## config.mk

```make
export PLATFORM = sky130hd
export DESIGN_NAME = spcs_top
export DESIGN_NICKNAME = d
export VERILOG_FILES = /design/src/include/spcs_pkg.sv /design/src/design/spcs_sync.sv /design/src/design/spcs_top.sv
export VERILOG_INCLUDE_DIRS = /design/src /design/src/include
export SDC_FILE = /design/constraint.sdc
export NUM_CORES = 1
export LEC_CHECK = 0
export ABC_AREA = 1
export BUFFER_PORTS_ARGS = -buffer_cell sky130_fd_sc_hd__buf_2
export CORE_ASPECT_RATIO = 0.9
export CORE_MARGIN = 4
export CORE_UTILIZATION = 54
export DETAILED_ROUTE_END_ITERATION = 16
export PLACE_DENSITY = 0.85
export SLEW_MARGIN = 20
export SYNTH_ARGS = -nofsm -noshare
export SYNTH_HDL_FRONTEND = slang
export SYNTH_SLANG_ARGS = --single-unit
```

## constraint.sdc

```tcl
create_clock -name i_core_clk -period 2.3 [get_ports i_core_clk]
set_input_delay 0.23 -clock i_core_clk [delete_from_list [all_inputs] [get_ports i_core_clk]]
set_output_delay 0.23 -clock i_core_clk [all_outputs]
set_load 0.03 [all_outputs]
```

## src/include/spcs_params.svh

```systemverilog
// Purpose: constants of the spi control and status block
// Assumes: 12-bit byte addresses, 8-bit registers
// Notes: included by bare name
// How it works
// - interrupt_enable low blocks the interrupt output; high forwards pending requests.
// - writing 1 to force_interrupt sets interrupt_pending; writing 0 does nothing.
// - writing 1 to interrupt_pending also clears force_interrupt.
// - timer_irq_enable acts only while disabled, running the baud generator as timer.
// - open_drain_enable makes all four spi pins open-drain.
// - master_select picks slave or master; block_enable disables or enables.
// - while disabled every status bit holds its reset value.
// - the four sticky flags read back and clear on a written 1 or while the block is disabled.
// - timer time-out raises the interrupt but never sets interrupt_pending.
// - overrun_flag reads 1 once an overrun was seen.
// - mode_fault_flag reads 1 once a multimaster collision was seen.
// - slave select rising mid character sets slave_abort_flag and interrupt_pending.
// - transfer_active is read-only, 1 while a transfer is in progress.
// - slave_select_level reads the slave-select input level in slave mode.
// - control register resets to all zero.
// - data write during a transfer is dropped and sets overrun_flag.
// - enabled master with select input driven low sets mode_fault_flag, unless ss_out_en is set.
`ifndef SPCS_PARAMS_SVH
`define SPCS_PARAMS_SVH

`define SPCS_ADDR_DATA 12'hf60
`define SPCS_ADDR_CTL 12'hf61
`define SPCS_ADDR_STAT 12'hf62
`define SPCS_ADDR_MODE 12'hf63
`define SPCS_ADDR_BRG_HI 12'hf66
`define SPCS_ADDR_BRG_LO 12'hf67

`define SPCS_CTL_RST 8'h00
`define SPCS_STAT_RST 8'h01
`define SPCS_MODE_RST 8'h00
`define SPCS_BRG_RST 8'hff
`define SPCS_DATA_RST 8'h00

`define SPCS_STAT_PEND 7
`define SPCS_STAT_OVR 6
`define SPCS_STAT_COL 5
`define SPCS_STAT_ABT 4
`define SPCS_MODE_MASK 8'h3f

`endif

```

## src/include/spcs_pkg.sv

```systemverilog
// Purpose: types of the spi control and status block
// Assumes: nothing
// Notes: field order follows the register bit order, msb first
package spcs_pkg;
	typedef struct packed {
		logic irq_en;
		logic force_irq;
		logic timer_en;
		logic edge_sel;
		logic idle_lvl;
		logic open_drain;
		logic master;
		logic enable;
	} spcs_ctl_s;

	typedef struct packed {
		logic [1:0] rsvd;
		logic diag;
		logic [2:0] char_len;
		logic ss_out_en;
		logic ss_out_val;
	} spcs_mode_s;

	typedef struct packed {
		logic o;
		logic oe;
	} spcs_pin_s;

	typedef enum logic {
		SPCS_IDLE,
		SPCS_XFER
	} spcs_state_e;
endpackage

```

## src/design/spcs_sync.sv

```systemverilog
// Purpose: two-flop synchroniser for the four spi pin inputs
// Assumes: inputs asynchronous to i_core_clk
// Notes: only the second stage leaves this module
`timescale 1ns/1ps
module spcs_sync (
	input wire logic i_core_clk,
	input wire logic i_rst,
	input wire logic i_ce,
	input wire logic [3:0] i_async,
	output logic [3:0] o_sync
);
	logic [3:0] meta;

	always_ff @(posedge i_core_clk or posedge i_rst) begin
		if (i_rst) begin
			meta <= 4'h4;
			o_sync <= 4'h4;
		end else if (i_ce) begin
			meta <= i_async;
			o_sync <= meta;
		end
	end
endmodule

```

## src/design/spcs_top.sv

```systemverilog
// Purpose: spi port control, status and a small shift engine
// Assumes: registers reached over a plain strobe port, pins sampled by i_core_clk
// Notes: pin order into the synchroniser is {sck, ss_n, miso, mosi}
//
// The plain strobed port was decided locally.
`timescale 1ns/1ps
`include "spcs_params.svh"
module spcs_top (
	input wire logic i_core_clk,
	input wire logic i_rst,
	input wire logic i_ce,
	input wire logic [11:0] i_addr,
	input wire logic [7:0] i_wr_data,
	input wire logic i_wr,
	input wire logic i_rd,
	output logic [7:0] o_rd_data,
	output logic o_irq,
	input wire logic i_sck,
	output logic o_sck,
	output logic o_sck_oe,
	input wire logic i_ss_n,
	output logic o_ss_n,
	output logic o_ss_n_oe,
	input wire logic i_miso,
	output logic o_miso,
	output logic o_miso_oe,
	input wire logic i_mosi,
	output logic o_mosi,
	output logic o_mosi_oe
);
	import spcs_pkg::*;

	function automatic logic [3:0] char_bits(input logic [2:0] code);
		char_bits = (code == 3'h0) ? 4'h8 : {1'b0, code};
	endfunction

	// open drain only ever pulls low
	function automatic spcs_pin_s pin_drive(input logic od, input logic drv, input logic val);
		spcs_pin_s p;
		p.o = od ? 1'b0 : val;
		p.oe = od ? (drv & ~val) : drv;
		pin_drive = p;
	endfunction

	spcs_ctl_s ctl;
	spcs_mode_s mode;
	logic [7:0] brg_hi;
	logic [7:0] brg_lo;
	logic irq_pend;
	logic overrun_flag;
	logic col;
	logic slave_abort_flag;
	logic [7:0] shreg;
	logic rx_bit;
	logic have_bit;
	logic [3:0] bit_cnt;
	spcs_state_e state;
	logic sck_drv;
	logic [15:0] brg_cnt;
	logic [3:0] pins_s;
	logic sck_prev;
	logic ss_prev;

	logic sck_s;
	logic ss_s;
	logic miso_s;
	logic mosi_s;
	logic wr_data;
	logic wr_ctl;
	logic wr_stat;
	logic wr_mode;
	logic [7:0] clr;
	logic busy;
	logic is_master;
	logic is_slave;
	logic [15:0] brg_reload;
	logic brg_run;
	logic brg_tick;
	logic timer_pulse;
	logic edge_ev;
	logic leading;
	logic is_sample;
	logic [3:0] len;
	logic [3:0] next_cnt;
	logic in_bit;
	logic done_ev;
	logic abort_ev;
	logic ss_fall;
	logic start_ev;
	logic set_pend;
	logic [7:0] stat_rd;
	logic [7:0] next_rd;
	spcs_pin_s sck_pin;
	spcs_pin_s ss_pin;
	spcs_pin_s miso_pin;
	spcs_pin_s mosi_pin;

	spcs_sync u_sync (
		.i_core_clk(i_core_clk),
		.i_rst(i_rst),
		.i_ce(i_ce),
		.i_async({i_sck, i_ss_n, i_miso, i_mosi}),
		.o_sync(pins_s)
	);

	assign sck_s = pins_s[3];
	assign ss_s = pins_s[2];
	assign miso_s = pins_s[1];
	assign mosi_s = pins_s[0];

	assign wr_data = i_wr & (i_addr == `SPCS_ADDR_DATA);
	assign wr_ctl = i_wr & (i_addr == `SPCS_ADDR_CTL);
	assign wr_stat = i_wr & (i_addr == `SPCS_ADDR_STAT);
	assign wr_mode = i_wr & (i_addr == `SPCS_ADDR_MODE);
	assign clr = wr_stat ? i_wr_data : 8'h00;

	assign busy = (state == SPCS_XFER);
	assign is_master = ctl.enable & ctl.master;
	assign is_slave = ctl.enable & ~ctl.master;
	assign len = char_bits(mode.char_len);
	assign next_cnt = bit_cnt + 4'h1;
	assign in_bit = ctl.master ? miso_s : mosi_s;

	// baud generator: master half period, or time-out timer while disabled
	assign brg_reload = {brg_hi, brg_lo};
	assign brg_run = (is_master & busy) | (~ctl.enable & ctl.timer_en);
	assign brg_tick = brg_run & (brg_cnt == 16'h0001);
	assign timer_pulse = brg_tick & ~ctl.enable & ctl.timer_en;

	// serial clock edges, own in master mode, sampled in slave mode
	always_comb begin
		edge_ev = 1'b0;
		leading = 1'b0;
		if (is_master) begin
			edge_ev = busy & brg_tick;
			leading = (sck_drv == ctl.idle_lvl);
		end else if (is_slave) begin
			edge_ev = ~ss_s & ~ss_prev & (sck_s != sck_prev);
			leading = (sck_prev == ctl.idle_lvl);
		end
	end

	assign is_sample = leading ^ ctl.edge_sel;
	assign done_ev = edge_ev & ((is_sample & ctl.edge_sel & (next_cnt == len)) |
		(~is_sample & ~ctl.edge_sel & have_bit & (bit_cnt == len)));
	assign abort_ev = is_slave & busy & ss_s & ~ss_prev;
	assign ss_fall = is_slave & ~ss_s & ss_prev;
	assign start_ev = is_master & wr_data & ~busy;

	always_ff @(posedge i_core_clk or posedge i_rst) begin
		if (i_rst) begin
			sck_prev <= 1'b0;
			ss_prev <= 1'b1;
		end else if (i_ce) begin
			sck_prev <= sck_s;
			ss_prev <= ss_s;
		end
	end

	// control register
	always_ff @(posedge i_core_clk or posedge i_rst) begin
		if (i_rst) begin
			ctl <= `SPCS_CTL_RST;
		end else if (i_ce) begin
			if (wr_ctl) begin
				ctl <= i_wr_data;
				ctl.force_irq <= ctl.force_irq | i_wr_data[6];
			end else if (clr[`SPCS_STAT_PEND]) begin
				ctl.force_irq <= 1'b0;
			end
		end
	end

	// mode and baud registers
	always_ff @(posedge i_core_clk or posedge i_rst) begin
		if (i_rst) begin
			mode <= `SPCS_MODE_RST;
			brg_hi <= `SPCS_BRG_RST;
			brg_lo <= `SPCS_BRG_RST;
		end else if (i_ce) begin
			if (wr_mode) begin
				mode <= i_wr_data & `SPCS_MODE_MASK;
			end
			if (i_wr & (i_addr == `SPCS_ADDR_BRG_HI)) begin
				brg_hi <= i_wr_data;
			end
			if (i_wr & (i_addr == `SPCS_ADDR_BRG_LO)) begin
				brg_lo <= i_wr_data;
			end
		end
	end

	// down counter, a reload of zero gives 65536 cycles
	always_ff @(posedge i_core_clk or posedge i_rst) begin
		if (i_rst) begin
			brg_cnt <= 16'h0000;
		end else if (i_ce) begin
			if (!brg_run || brg_tick) begin
				brg_cnt <= brg_reload;
			end else begin
				brg_cnt <= brg_cnt - 16'h0001;
			end
		end
	end

	// transfer state
	always_ff @(posedge i_core_clk or posedge i_rst) begin
		if (i_rst) begin
			state <= SPCS_IDLE;
		end else if (i_ce) begin
			if (!ctl.enable || done_ev || abort_ev) begin
				state <= SPCS_IDLE;
			end else if (start_ev || (is_slave && edge_ev)) begin
				state <= SPCS_XFER;
			end
		end
	end

	// master clock output returns to the idle level between transfers
	always_ff @(posedge i_core_clk or posedge i_rst) begin
		if (i_rst) begin
			sck_drv <= 1'b0;
		end else if (i_ce) begin
			if (!busy || !is_master) begin
				sck_drv <= ctl.idle_lvl;
			end else if (edge_ev) begin
				sck_drv <= ~sck_drv;
			end
		end
	end

	// bit counting and sampling
	always_ff @(posedge i_core_clk or posedge i_rst) begin
		if (i_rst) begin
			bit_cnt <= 4'h0;
			have_bit <= 1'b0;
			rx_bit <= 1'b0;
		end else if (i_ce) begin
			if (!ctl.enable || done_ev || abort_ev || start_ev || ss_fall) begin
				bit_cnt <= 4'h0;
				have_bit <= 1'b0;
			end else if (edge_ev && is_sample) begin
				bit_cnt <= next_cnt;
				have_bit <= 1'b1;
				rx_bit <= in_bit;
			end else if (edge_ev) begin
				have_bit <= 1'b0;
			end
		end
	end

	// shift register, loaded only while no transfer runs
	always_ff @(posedge i_core_clk or posedge i_rst) begin
		if (i_rst) begin
			shreg <= `SPCS_DATA_RST;
		end else if (i_ce) begin
			if (wr_data && !busy) begin
				shreg <= i_wr_data;
			end else if (edge_ev && !is_sample && have_bit) begin
				shreg <= {shreg[6:0], rx_bit};
			end else if (edge_ev && is_sample && done_ev) begin
				shreg <= {shreg[6:0], in_bit};
			end
		end
	end

	// force_interrupt only counts while it is not being cleared
	assign set_pend = (ctl.force_irq & ~clr[`SPCS_STAT_PEND]) | done_ev | abort_ev;

	// sticky flags, set wins over a write-1 clear
	always_ff @(posedge i_core_clk or posedge i_rst) begin
		if (i_rst) begin
			irq_pend <= 1'b0;
			overrun_flag <= 1'b0;
			col <= 1'b0;
			slave_abort_flag <= 1'b0;
		end else if (i_ce) begin
			if (!ctl.enable) begin
				irq_pend <= 1'b0;
				overrun_flag <= 1'b0;
				col <= 1'b0;
				slave_abort_flag <= 1'b0;
			end else begin
				irq_pend <= set_pend | (irq_pend & ~clr[`SPCS_STAT_PEND]);
				overrun_flag <= (wr_data & busy) | (overrun_flag & ~clr[`SPCS_STAT_OVR]);
				col <= (is_master & ~mode.ss_out_en & ~ss_s) |
					(col & ~clr[`SPCS_STAT_COL]);
				slave_abort_flag <= abort_ev | (slave_abort_flag & ~clr[`SPCS_STAT_ABT]);
			end
		end
	end

	// interrupt line, timer time-outs bypass the pending flag
	always_ff @(posedge i_core_clk or posedge i_rst) begin
		if (i_rst) begin
			o_irq <= 1'b0;
		end else if (i_ce) begin
			o_irq <= ctl.irq_en & (irq_pend | timer_pulse);
		end
	end

	assign stat_rd = {irq_pend, overrun_flag, col, slave_abort_flag, 2'b00, busy,
		ctl.enable ? ss_s : 1'b1};

	always_comb begin
		case (i_addr)
			`SPCS_ADDR_DATA: next_rd = shreg;
			`SPCS_ADDR_CTL: next_rd = ctl;
			`SPCS_ADDR_STAT: next_rd = stat_rd;
			`SPCS_ADDR_MODE: next_rd = mode;
			`SPCS_ADDR_BRG_HI: next_rd = mode.diag ? brg_cnt[15:8] : brg_hi;
			`SPCS_ADDR_BRG_LO: next_rd = mode.diag ? brg_cnt[7:0] : brg_lo;
			default: next_rd = 8'h00;
		endcase
	end

	always_ff @(posedge i_core_clk or posedge i_rst) begin
		if (i_rst) begin
			o_rd_data <= 8'h00;
		end else if (i_ce) begin
			o_rd_data <= i_rd ? next_rd : 8'h00;
		end
	end

	// pins
	assign sck_pin = pin_drive(ctl.open_drain, is_master, sck_drv);
	assign ss_pin = pin_drive(ctl.open_drain, is_master & mode.ss_out_en,
		mode.ss_out_val);
	assign mosi_pin = pin_drive(ctl.open_drain, is_master, shreg[7]);
	assign miso_pin = pin_drive(ctl.open_drain, is_slave & ~ss_s, shreg[7]);

	assign o_sck = sck_pin.o;
	assign o_sck_oe = sck_pin.oe;
	assign o_ss_n = ss_pin.o;
	assign o_ss_n_oe = ss_pin.oe;
	assign o_mosi = mosi_pin.o;
	assign o_mosi_oe = mosi_pin.oe;
	assign o_miso = miso_pin.o;
	assign o_miso_oe = miso_pin.oe;
endmodule

```

======== After elaboration in Yosys (flattened, before gate mapping) ========
Cells that the tools add are included.
storage, ports and cells
  register bits after elaboration ......... 85
  bits of input ports ..................... 29
  output and inout bits ................... 17
operators by class
  bitwise gates (word level) .............. 70
  eq/ne operators ......................... 12
  reductions and logical operators ........ 36
  $add $sub $neg .......................... 2
  muxes and demuxes ....................... 38
operators by type and width
  cell                   number
  $eq 12x12->1 const B   6
  $mux 8                 7
  $pmux 8 s6             1
  $and 1x1->1            43
  $mux 1                 26
  $reduce_and 2->1       10
  $eq 16x1->1 const B    1
  $mux 16                1
  $not 1->1              16
  $sub 16x1->16 const B  1
  $mux 4                 3
  $or 1x1->1             10
  $eq 4x4->1             2
  $reduce_bool 2->1      4
  $logic_or 1x1->1       7
  $logic_and 1x1->1      6
  $reduce_bool 3->1      2
  $logic_not 1->1        5
  $add 4x1->4 const B    1
  $logic_not 3->1        1
  $reduce_and 3->1       1
  $eq 1x1->1             2
  $ne 1x1->1             1
  $xor 1x1->1            1

======== Depth between registers and ports, before layout ========
Gate-level depths: netlist (run 1).
  depth in word-level cells ............... 17
  mapped depth ............................ 19
  gate-level depth less buffers ........... 19

======== Cells and area by module ========
From an unflattened synthesis (run 1), not the netlist that was laid out.
unflattened totals
  cells, all modules ...................... 691
  area, all modules ....................... 5044.8 sq um
by module, submodules not included
  module     times used  area an instance (sq um)  cells each
  spcs_top   1           4733.3                    656
  spcs_sync  1           311.5                     35

======== Worst setup path before layout (run 1) ========
No wires, ideal clock.
  kind .................................... register -> register
  from .................................... register ctl[1] in the netlist's numbering
  to ...................................... register shreg[5]
  buffers on the path ..................... 0
  stages on the path, launching flop included .. 14
  arrival ................................. 1.933 ns
  path slack .............................. 0.251 ns
  required time ........................... 2.184 ns
  cell sequence ........................... dfrtp_1 -> or2_4 -> a21oi_1 -> o21ai_0 -> o21ai_0 -> inv_1 -> ha_1 -> nor2_1 -> a21oi_1 -> nand2_2 -> nand2_4 -> clkinv_4 -> nand2_1 -> nand2_1
on the way
  longest elaborated chain between the ends .. 14
  elaborated cells on any way between the ends .. 29
  classes of those cells .................. 6 x mux; 16 x bitwise; 7 x reduce/logical
RTL lines
  element                      RTL line         RTL
  start: declaration           spcs_top.sv:45   spcs_ctl_s ctl;
  start signal: assignment     spcs_top.sv:163  ctl <= `SPCS_CTL_RST;
  start signal: assignment     spcs_top.sv:166  ctl <= i_wr_data;
  $not 1->1                    spcs_top.sv:119  assign is_slave = ctl.enable & ~ctl.master;
  $and 1x1->1                  spcs_top.sv:119
  $mux 1                       spcs_top.sv:137  end else if (is_slave) begin
  $mux 1                       spcs_top.sv:134  if (is_master) begin
  $xor 1x1->1                  spcs_top.sv:143  assign is_sample = leading ^ ctl.edge_sel;
  $not 1->1                    spcs_top.sv:145  (~is_sample & ~ctl.edge_sel & have_bit & (bit_cnt == len)));
  $and 1x1->1 (3 in series)    spcs_top.sv:145
  $or 1x1->1                   spcs_top.sv:144  assign done_ev = edge_ev & ((is_sample & ctl.edge_sel & (next_cnt == len)) |
  $and 1x1->1                  spcs_top.sv:144
  $logic_and 1x1->1            spcs_top.sv:261  end else if (edge_ev && is_sample && done_ev) begin
  $reduce_bool 3->1 (no line)  -
  $reduce_and 2->1 (no line)   -
  end signal: assignment       spcs_top.sv:258  shreg <= i_wr_data;
  end signal: assignment       spcs_top.sv:260  shreg <= {shreg[6:0], rx_bit};
  end signal: assignment       spcs_top.sv:262  shreg <= {shreg[6:0], in_bit};
  end: declaration             spcs_top.sv:53   logic [7:0] shreg;
Several ways; a longest one is shown, not always the timed one.
A chain may end at the register's enable or synchronous reset.

======== Final worst setup path (run 1) ========
  from .................................... register ctl[0] in the netlist's numbering
  to ...................................... register shreg[4]
on the way
  longest elaborated chain between the ends .. 13
  elaborated cells on any way between the ends .. 30
  classes of those cells .................. 6 x mux; 17 x bitwise; 7 x reduce/logical
RTL lines
  element                      RTL line
  $and 1x1->1                  spcs_top.sv:119
  $mux 1                       spcs_top.sv:137
  $mux 1                       spcs_top.sv:134
  $xor 1x1->1                  spcs_top.sv:143
  $not 1->1                    spcs_top.sv:145
  $and 1x1->1 (3 in series)    spcs_top.sv:145
  $or 1x1->1                   spcs_top.sv:144
  $and 1x1->1                  spcs_top.sv:144
  $logic_and 1x1->1            spcs_top.sv:261
  $reduce_bool 3->1 (no line)  -
  $reduce_and 2->1 (no line)   -
Several ways; a longest one is shown, not always the timed one.

==> results of run 1 <==
## area by class of cell
class | count | area, um^2 | area share
Multi-Input combinational cell | 514 | 2522 | 0.4454
Timing Repair Buffer | 56 | 320.3 | 0.05656
Clock inverter | 7 | 57.56 | 0.01016
Inverter | 87 | 335.3 | 0.05921
Sequential cell | 85 | 2151 | 0.3798
Clock buffer | 9 | 123.9 | 0.02187
Tap cell | 122 | 152.6 | 0.02696
## power groups by stage
stage / registers, uW / logic, uW / clock network, uW
CTS: 1700 / 494 / 1030
global route: 1720 / 571 / 1100
finish: 1700 / 508 / 1020
detailed placement: 1730 / 491 / 0
floorplan: 1690 / 353 / 0
global placement: 1730 / 477 / 0
## sequential cells by signal, indices dropped and copies added (netlist names), 4 cells and up
register       flops
bit_cnt            4
brg_cnt           16
brg_hi             8
brg_lo             8
ctl                8
mode               6
o_rd_data          8
shreg              8
u_sync.meta        4
u_sync.o_sync      4
## worst max path at each step
| stage | slack [ns] | endpoint | from | cells past startpoint |
|---|---|---|---|---|
| global route | -0.004 | shreg[7] | ctl[1] | 18 |
| CTS | 0.06 | shreg[4] | ctl[0] | 18 |
| floorplan | 0.25 | shreg[5] | ctl[1] | 13 |
| detailed placement | 0.09 | rx_bit | ctl[0] | 16 |
| finish | 0.18 | shreg[4] | ctl[0] | 18 |
| global placement | 0.17 | rx_bit | ctl[0] | 16 |
## per-layer routing
metal | share of wire | track usage | up-vias
met4 | 0.019 | 0.07765 | 0
met3 | 0.090 | 0.05531 | 27
met1 | 0.44 | 0.3990 | 2293
li1 | - | - | 2372
met5 | 0 | 0 | -
met2 | 0.45 | 0.4184 | 249
## stage by stage
step | worst slack, ns | TNS (ns) | hold WS [ns] | cell area, um^2
6_report | 0.1818 | 0 | -0.01426 | 5663
5_1_grt | -0.003598 | -0.003598 | 0.02325 | 5663
3_5_place_dp | 0.09393 | 0 | 0.3958 | 5449
4_1_cts | 0.06458 | 0 | 0.0005569 | 5630
2_1_floorplan | 0.2506 | 0 | 0.3262 | 5090
3_3_place_gp | 0.1729 | 0 | 0.3905 | 5449
## cell families after synthesis
group,after synthesis,share of synthesized area
fa+ha+maj,5,0.01230
flops,85,0.4229
simple gates,346,0.2999
buf+inv,108,0.08610
compound gates,152,0.1611
xor+xnor,8,0.01378
mux,2,0.003936
## cells in the final DEF, fill, tap and decap left out, types with 2 or more instances in the layout
| master | count |
|---|---|
| a21oi_1 | 32 |
| buf_2 | 45 |
| buf_4 | 10 |
| clkbuf_8 | 9 |
| clkinv_4 | 2 |
| clkinvlp_4 | 4 |
| dfrtp_1 | 66 |
| dfstp_2 | 19 |
| ha_1 | 5 |
| inv_1 | 80 |
| inv_2 | 5 |
| inv_6 | 3 |
| mux2i_1 | 2 |
| nand2_1 | 233 |
| nand2_2 | 8 |
| nand2_4 | 3 |
| nand3_1 | 24 |
| nand3_2 | 3 |
| nand4_1 | 10 |
| nor2_1 | 45 |
| nor2_2 | 3 |
| nor2_4 | 3 |
| nor3_1 | 4 |
| nor3_2 | 3 |
| nor3_4 | 2 |
| o211ai_1 | 4 |
| o21ai_0 | 90 |
| o21ai_1 | 11 |
| o22ai_1 | 9 |
| xor2_1 | 7 |
## timing repair
item / in CTS / in global routing
buffers inserted: 0 / 1
gates resized for setup: 0 / 7
setup endpoints to repair: 0 / 16
endpoints found under the hold margin: 0 / 0
## critical path: cells and delay by family (launching register included)
family	cells	cell delay (ns)
AND/OR/NAND/NOR	10	0.86
AO/OA/AOI/OAI	4	0.38
flip-flops	1	0.37
buffers and inverters	3	0.21
adder cells (fa/ha/maj)	1	0.18
==> impl_metrics.py, run 1 <==
metrics = {
    "pwr": {
        "power_frac_comb": 0.157,
        "power.share.clock": 0.315,
        "p_total_uw": 3232,
        "vdd_ir_drop_max_uv": 347.5,
        "swShare": 0.3278,
        "power_leakage_uw": 0.002767,
        "p_switching_uw": 1059,
        "power.internal_uw": 2172,
        "cellPowerDensity_nw_per_um2": 570.7,
        "p_seq_frac": 0.528,
    },
    "finish": {
        "nFillCells": 855,
        "antennaDiodeCount": 0,
        "fin_util": 0.6178,
        "drive_above_1_share": 0.1715,
        "stdcell_count": 880,
        "finalNetCount": 787,
        "syn_to_final_growth_pct": 11.34,
    },
    "floorplanning": {
        "io_pins": 46,
        "fp.dieW_um": 110.3,
        "start_util": 0.5549,
        "die_h_um": 100.1,
        "core.rowCount": 33,
        "core_area_um2": 9166,
        "dieArea_um2": 11040,
    },
    "clocking": {
        "clock_latency_ns": 0.36,
        "cts_hold_buffers": 0,
        "clock_path_buffers": 2,
        "cts_buffers": 9,
        "h-tree-depth": 3,
        "cts_root_buffer": "clkbuf_8",
        "cts_tree": "built",
        "path_clk_slew_ns": 0.10,
        "clock_sinks": 85,
    },
    "route": {
        "drt_iter0_markers": 496,
        "wl_per_cell_um": 16.30,
        "drtAntennaViolNets": 0,
        "routed_wl_um": 14340,
        "via_per_inst": 5.615,
        "drc": 0,
        "num_vias": 4941,
        "drt_pre_antenna_iters": 7,
    },
    "run_status": {
        "violations": "hold timing",
        "outcome": "finished with violations",
    },
    "global_route": {
        "grt_pass1_wl_um": 23520,
        "grt_max_degree": 86,
        "grt_pass1_vias": 4727,
        "grtUsageTotal": 0.2746,
        "antenna_found_initial": 0,
        "grt_overflow": 0,
    },
    "yosys": {
        "synthTopCellsByArea": "dfrtp_1, nand2_1, dfstp_2",
        "synth_warnings": 0,
        "async_flop_share": 1.000,
        "synth_fp_nets": 740,
        "synth_top_area_frac": 0.3247,
        "syn_avg_cell_area_um2": 7.204,
        "ys_seq_area_frac": 0.4229,
        "synth_common_cells": "nand2_1, o21ai_0, inv_1",
        "post_synth_num_cell_types": 44,
        "ys.flop_type": "dfrtp_1",
        "syn_area_um2": 5086,
        "synth_most_common_cell": "nand2_1",
        "yosys.area.top_type": "dfrtp_1",
        "ys_seq_elements": 85,
        "netlist_instances": 706,
        "synth_edf_count": 0,
    },
    "timing": {
        "setup_violations": 0,
        "slew_violations": 0,
        "hold_viol": 12,
        "slew-limit-headroom": 0.6198,
        "hold_ws_ns": -0.01426,
        "max_clock_freq_ghz": 0.4721,
        "tightest_slew_ns": 0.5687,
        "post-route-period-util": 0.9210,
        "fin_worst_skew_ns": 0.01698,
        "fin_crit_ns": 2.118,
    },
    "setup_path": {
        "cp-end-kind": "flip-flop",
        "required_ns": 2.55,
        "cp_cell_sequence": "inv_2, or2_4, a21oi_1, o21ai_1, o21ai_1, inv_1, ha_1, a21boi_1, nand3_1, nor2_1, nand2_1, nand2_2, nand3_2, nand2_2, nand2_4, clkinv_4, nand2_1, nand2_1",
        "worstReg2RegStart": "ctl[0]",
        "cp_max_fo": 7,
        "path_class": "reg2reg",
        "cp_slowest_cell": "dfrtp_1",
        "rrSetupSlack_ns": 0.18,
        "r2r_cells": 18,
        "start_kind": "flip-flop",
        "rr_endpoint": "shreg[4]",
        "crit_path_max_incr_delay_ns": 0.37,
        "critPathArrivalTime_ns": 2.36,
        "crit_top_cell": "nand2_1",
    },
    "placement": {
        "placed_cells": 862,
        "dp_hpwl_um": 10950,
        "place_congestion": 0.9339,
        "portBuffers": 45,
    },
    "worst_hold_path": {
        "min_path_type": "in2async",
    },
    "flow_run": {
        "maxCapViolations": 0,
    },
}
No activity file was read; power rests on OpenSTA's default activity.
==> inputs of run 2 (changes only) <==
--- a/config.mk
+++ b/config.mk
@@ -8,9 +8,11 @@
 export LEC_CHECK = 0
 export ABC_AREA = 1
 export BUFFER_PORTS_ARGS = -buffer_cell sky130_fd_sc_hd__buf_2
+export CELL_PAD_IN_SITES_DETAIL_PLACEMENT = 1
+export CELL_PAD_IN_SITES_GLOBAL_PLACEMENT = 1
 export CORE_ASPECT_RATIO = 0.9
 export CORE_MARGIN = 4
-export CORE_UTILIZATION = 54
+export CORE_UTILIZATION = 39
 export DETAILED_ROUTE_END_ITERATION = 16
 export PLACE_DENSITY = 0.85
 export SLEW_MARGIN = 20
==> run 2 against run 1 <==
The run ends with hold timing, setup timing left; clock power rose by 49%; sequential share of layout area down 2.2 points; count of clock-buffer cells in the layout is 2 higher.
==> impl_metrics.py, run 2 (synthesis gave the netlist of run 1 again) <==
metrics = {
    "route": {
        "drt_iter0_markers": 433,
        "wl_per_cell_um": 19.41,
        "drt_pre_antenna_iters": 5,
        "drtAntennaViolNets": 0,
        "routed_wl_um": 18020,
        "num_vias": 5187,
        "drc": 0,
        "via_per_inst": 5.589,
    },
    "timing": {
        "post-route-period-util": 1.002,
        "setup_violations": 3,
        "fin_crit_ns": 2.304,
        "timing.final.ws_setup_ns": -0.003598,
        "slew-limit-headroom": 0.6163,
        "hold_viol": 10,
        "hold_ws_ns": -0.01575,
        "max_clock_freq_ghz": 0.4341,
        "tightest_slew_ns": 0.5739,
        "rsz0062_at_grt": "yes",
        "slew_violations": 0,
        "fin_worst_skew_ns": 0.01024,
    },
    "finish": {
        "finalNetCount": 793,
        "antennaDiodeCount": 0,
        "regMostFlops": "brg_cnt",
        "syn_to_final_growth_pct": 18.20,
        "nFillCells": 1628,
        "drive_above_1_share": 0.2081,
        "final_cell_mix": "nand2_1, o21ai_0, inv_1",
        "stdcell_count": 928,
        "largest_register_ff_count": 16,
        "final_common_cell": "nand2_1",
    },
    "setup_path": {
        "crit_path_max_incr_delay_ns": 0.39,
        "path_class": "reg2reg",
        "required_ns": 2.52,
        "crit_path_start": "ctl[0]",
        "critPathArrivalTime_ns": 2.52,
        "cp-end-kind": "flip-flop",
        "cp_slowest_cell": "dfrtp_1",
        "path_buf_inv": 2,
        "critPathTopFamily": "simple AND/OR/NAND/NOR gates",
        "start_kind": "flip-flop",
        "crit_top_cell": "nand2_1",
        "cp_max_fo": 3,
        "worstReg2RegStart": "ctl[0]",
        "cp_cell_sequence": "inv_2, or2_4, a21oi_2, o21ai_1, o21ai_2, inv_2, ha_4, a21boi_2, nand3_1, nor2_2, nand2_1, nand2_2, a21oi_1, nand2_1, nand2_1, o21ai_0",
    },
    "global_route": {
        "grt_pass1_vias": 5306,
        "antenna_found_initial": 0,
        "use_met1": 0.3306,
        "met2_usage": 0.3922,
        "grt_overflow": 0,
        "grt_pass1_wl_um": 28020,
        "grt-busiest-layer": "met2",
        "grt_max_degree": 86,
        "grtUsageTotal": 0.2416,
        "met3_usage": 0.02789,
    },
    "placement": {
        "portBuffers": 45,
        "placed_cells": 904,
        "dp_hpwl_um": 12770,
        "place_congestion": 0.9151,
        "place_ws_ns": -0.05054,
    },
    "clocking": {
        "cts_root_buffer": "clkbuf_16",
        "clock_latency_ns": 0.36,
        "h-tree-depth": 3,
        "clock_path_buffers": 2,
        "cts_buffers": 9,
        "path_clk_slew_ns": 0.07,
        "clock_sinks": 85,
        "cts_tree": "built",
    },
    "floorplanning": {
        "die_h_um": 116.3,
        "fp.dieW_um": 128.4,
        "dieArea_um2": 14940,
        "core_area_um2": 12740,
        "start_util": 0.3994,
        "io_pins": 46,
        "core.rowCount": 39,
    },
    "run_status": {
        "violations": "hold timing, setup timing",
        "outcome": "finished with violations",
    },
    "worst_hold_path": {
        "min_path_type": "in2async",
    },
    "pwr": {
        "swShare": 0.3030,
        "cellPowerDensity_nw_per_um2": 636.3,
        "vdd_ir_drop_max_uv": 432.4,
        "power.internal_uw": 2666,
        "p_switching_uw": 1159,
        "power_leakage_uw": 0.002885,
        "power_frac_comb": 0.151,
        "power.share.clock": 0.399,
        "p_seq_frac": 0.450,
    },
    "flow_run": {
        "maxCapViolations": 0,
    },
}
## run 2: cell types whose count changed in the layout (fill, tap and decap cells not counted), moves of 4 or more
cell / before / now
clkbuf_8: 9 / 1
clkbuf_16: 0 / 9
buf_4: 10 / 14
nand2_1: 233 / 222
nand2_4: 3 / 7
nand2_2: 8 / 14
## run 2: worst paths after layout
check                                      end  slack [ns]  depth (start not counted)
max in group asynchronous            brg_lo[0]        1.87                          3
worst min-delay path               brg_cnt[13]       -0.02                          3
worst max-delay path                  irq_pend      -0.004                         16
worst max register to register        irq_pend      -0.004                         16
worst min register to register  u_sync.meta[2]        0.48                          2
min in group i_core_clk         u_sync.meta[2]        0.08                          3
## run 2: per-stage QoR
step	utilization	instance area (um^2)	power [uW]	hold slack (ns)	setup TNS, ns
floorplan	-	5090	2045	0.3262	0
global placement	0.4330	5514	2215	0.3960	0
detailed placement	0.4330	5514	2252	0.4089	-0.3398
CTS	0.4609	5869	3794	0.03309	-0.005738
global route	0.4721	6012	3976	0.06019	-1.721
finish	0.4721	6012	3826	-0.01575	-0.008364
## run 2: area by class of cell
| type | instances | area, um^2 | share of cell area |
|---|---|---|---|
| Sequential cell | 85 | 2152 | 0.3580 |
| Clock buffer | 11 | 242.7 | 0.04037 |
| Timing Repair Buffer | 62 | 381.6 | 0.06348 |
| Tap cell | 164 | 205.2 | 0.03413 |
| Multi-Input combinational cell | 514 | 2634 | 0.4381 |
| Clock inverter | 5 | 58.81 | 0.009781 |
| Inverter | 87 | 337.8 | 0.05619 |
## run 2: what timing repair did
action | CTS | global route
resized for setup | 10 | 32
pin swaps | 3 | 13
setup buffers | 1 | 6
endpoints found under the setup margin | 15 | 16
hold buffers | 0 | 0
hold endpoints to repair | 0 | 0
gates cloned | 1 | 0
## run 2: power by group through the flow
stage	Sequential, uW	Clock [uW]	Combinational (uW)
finish	1720	1520	579
global route	1730	1600	647
CTS	1710	1540	544
detailed placement	1740	0	516
global placement	1730	0	486
floorplan	1690	0	353
## run 2: metal layers
metal	part of all wire	wire length, um
met2	0.48	8634
met3	0.055	983
met1	0.44	7906
met4	0.027	490
met5	0	0
## run 2: worst reg2reg max path, cell delays in order, from the launching register on
cell	delay, ns
dfrtp_1	0.39
inv_2	0.05
or2_4	0.25
a21oi_2	0.10
o21ai_1	0.08
o21ai_2	0.08
inv_2	0.08
ha_4	0.16
a21boi_2	0.15
nand3_1	0.11
nor2_2	0.06
nand2_1	0.09
nand2_2	0.10
a21oi_1	0.19
nand2_1	0.11
nand2_1	0.08
o21ai_0	0.09
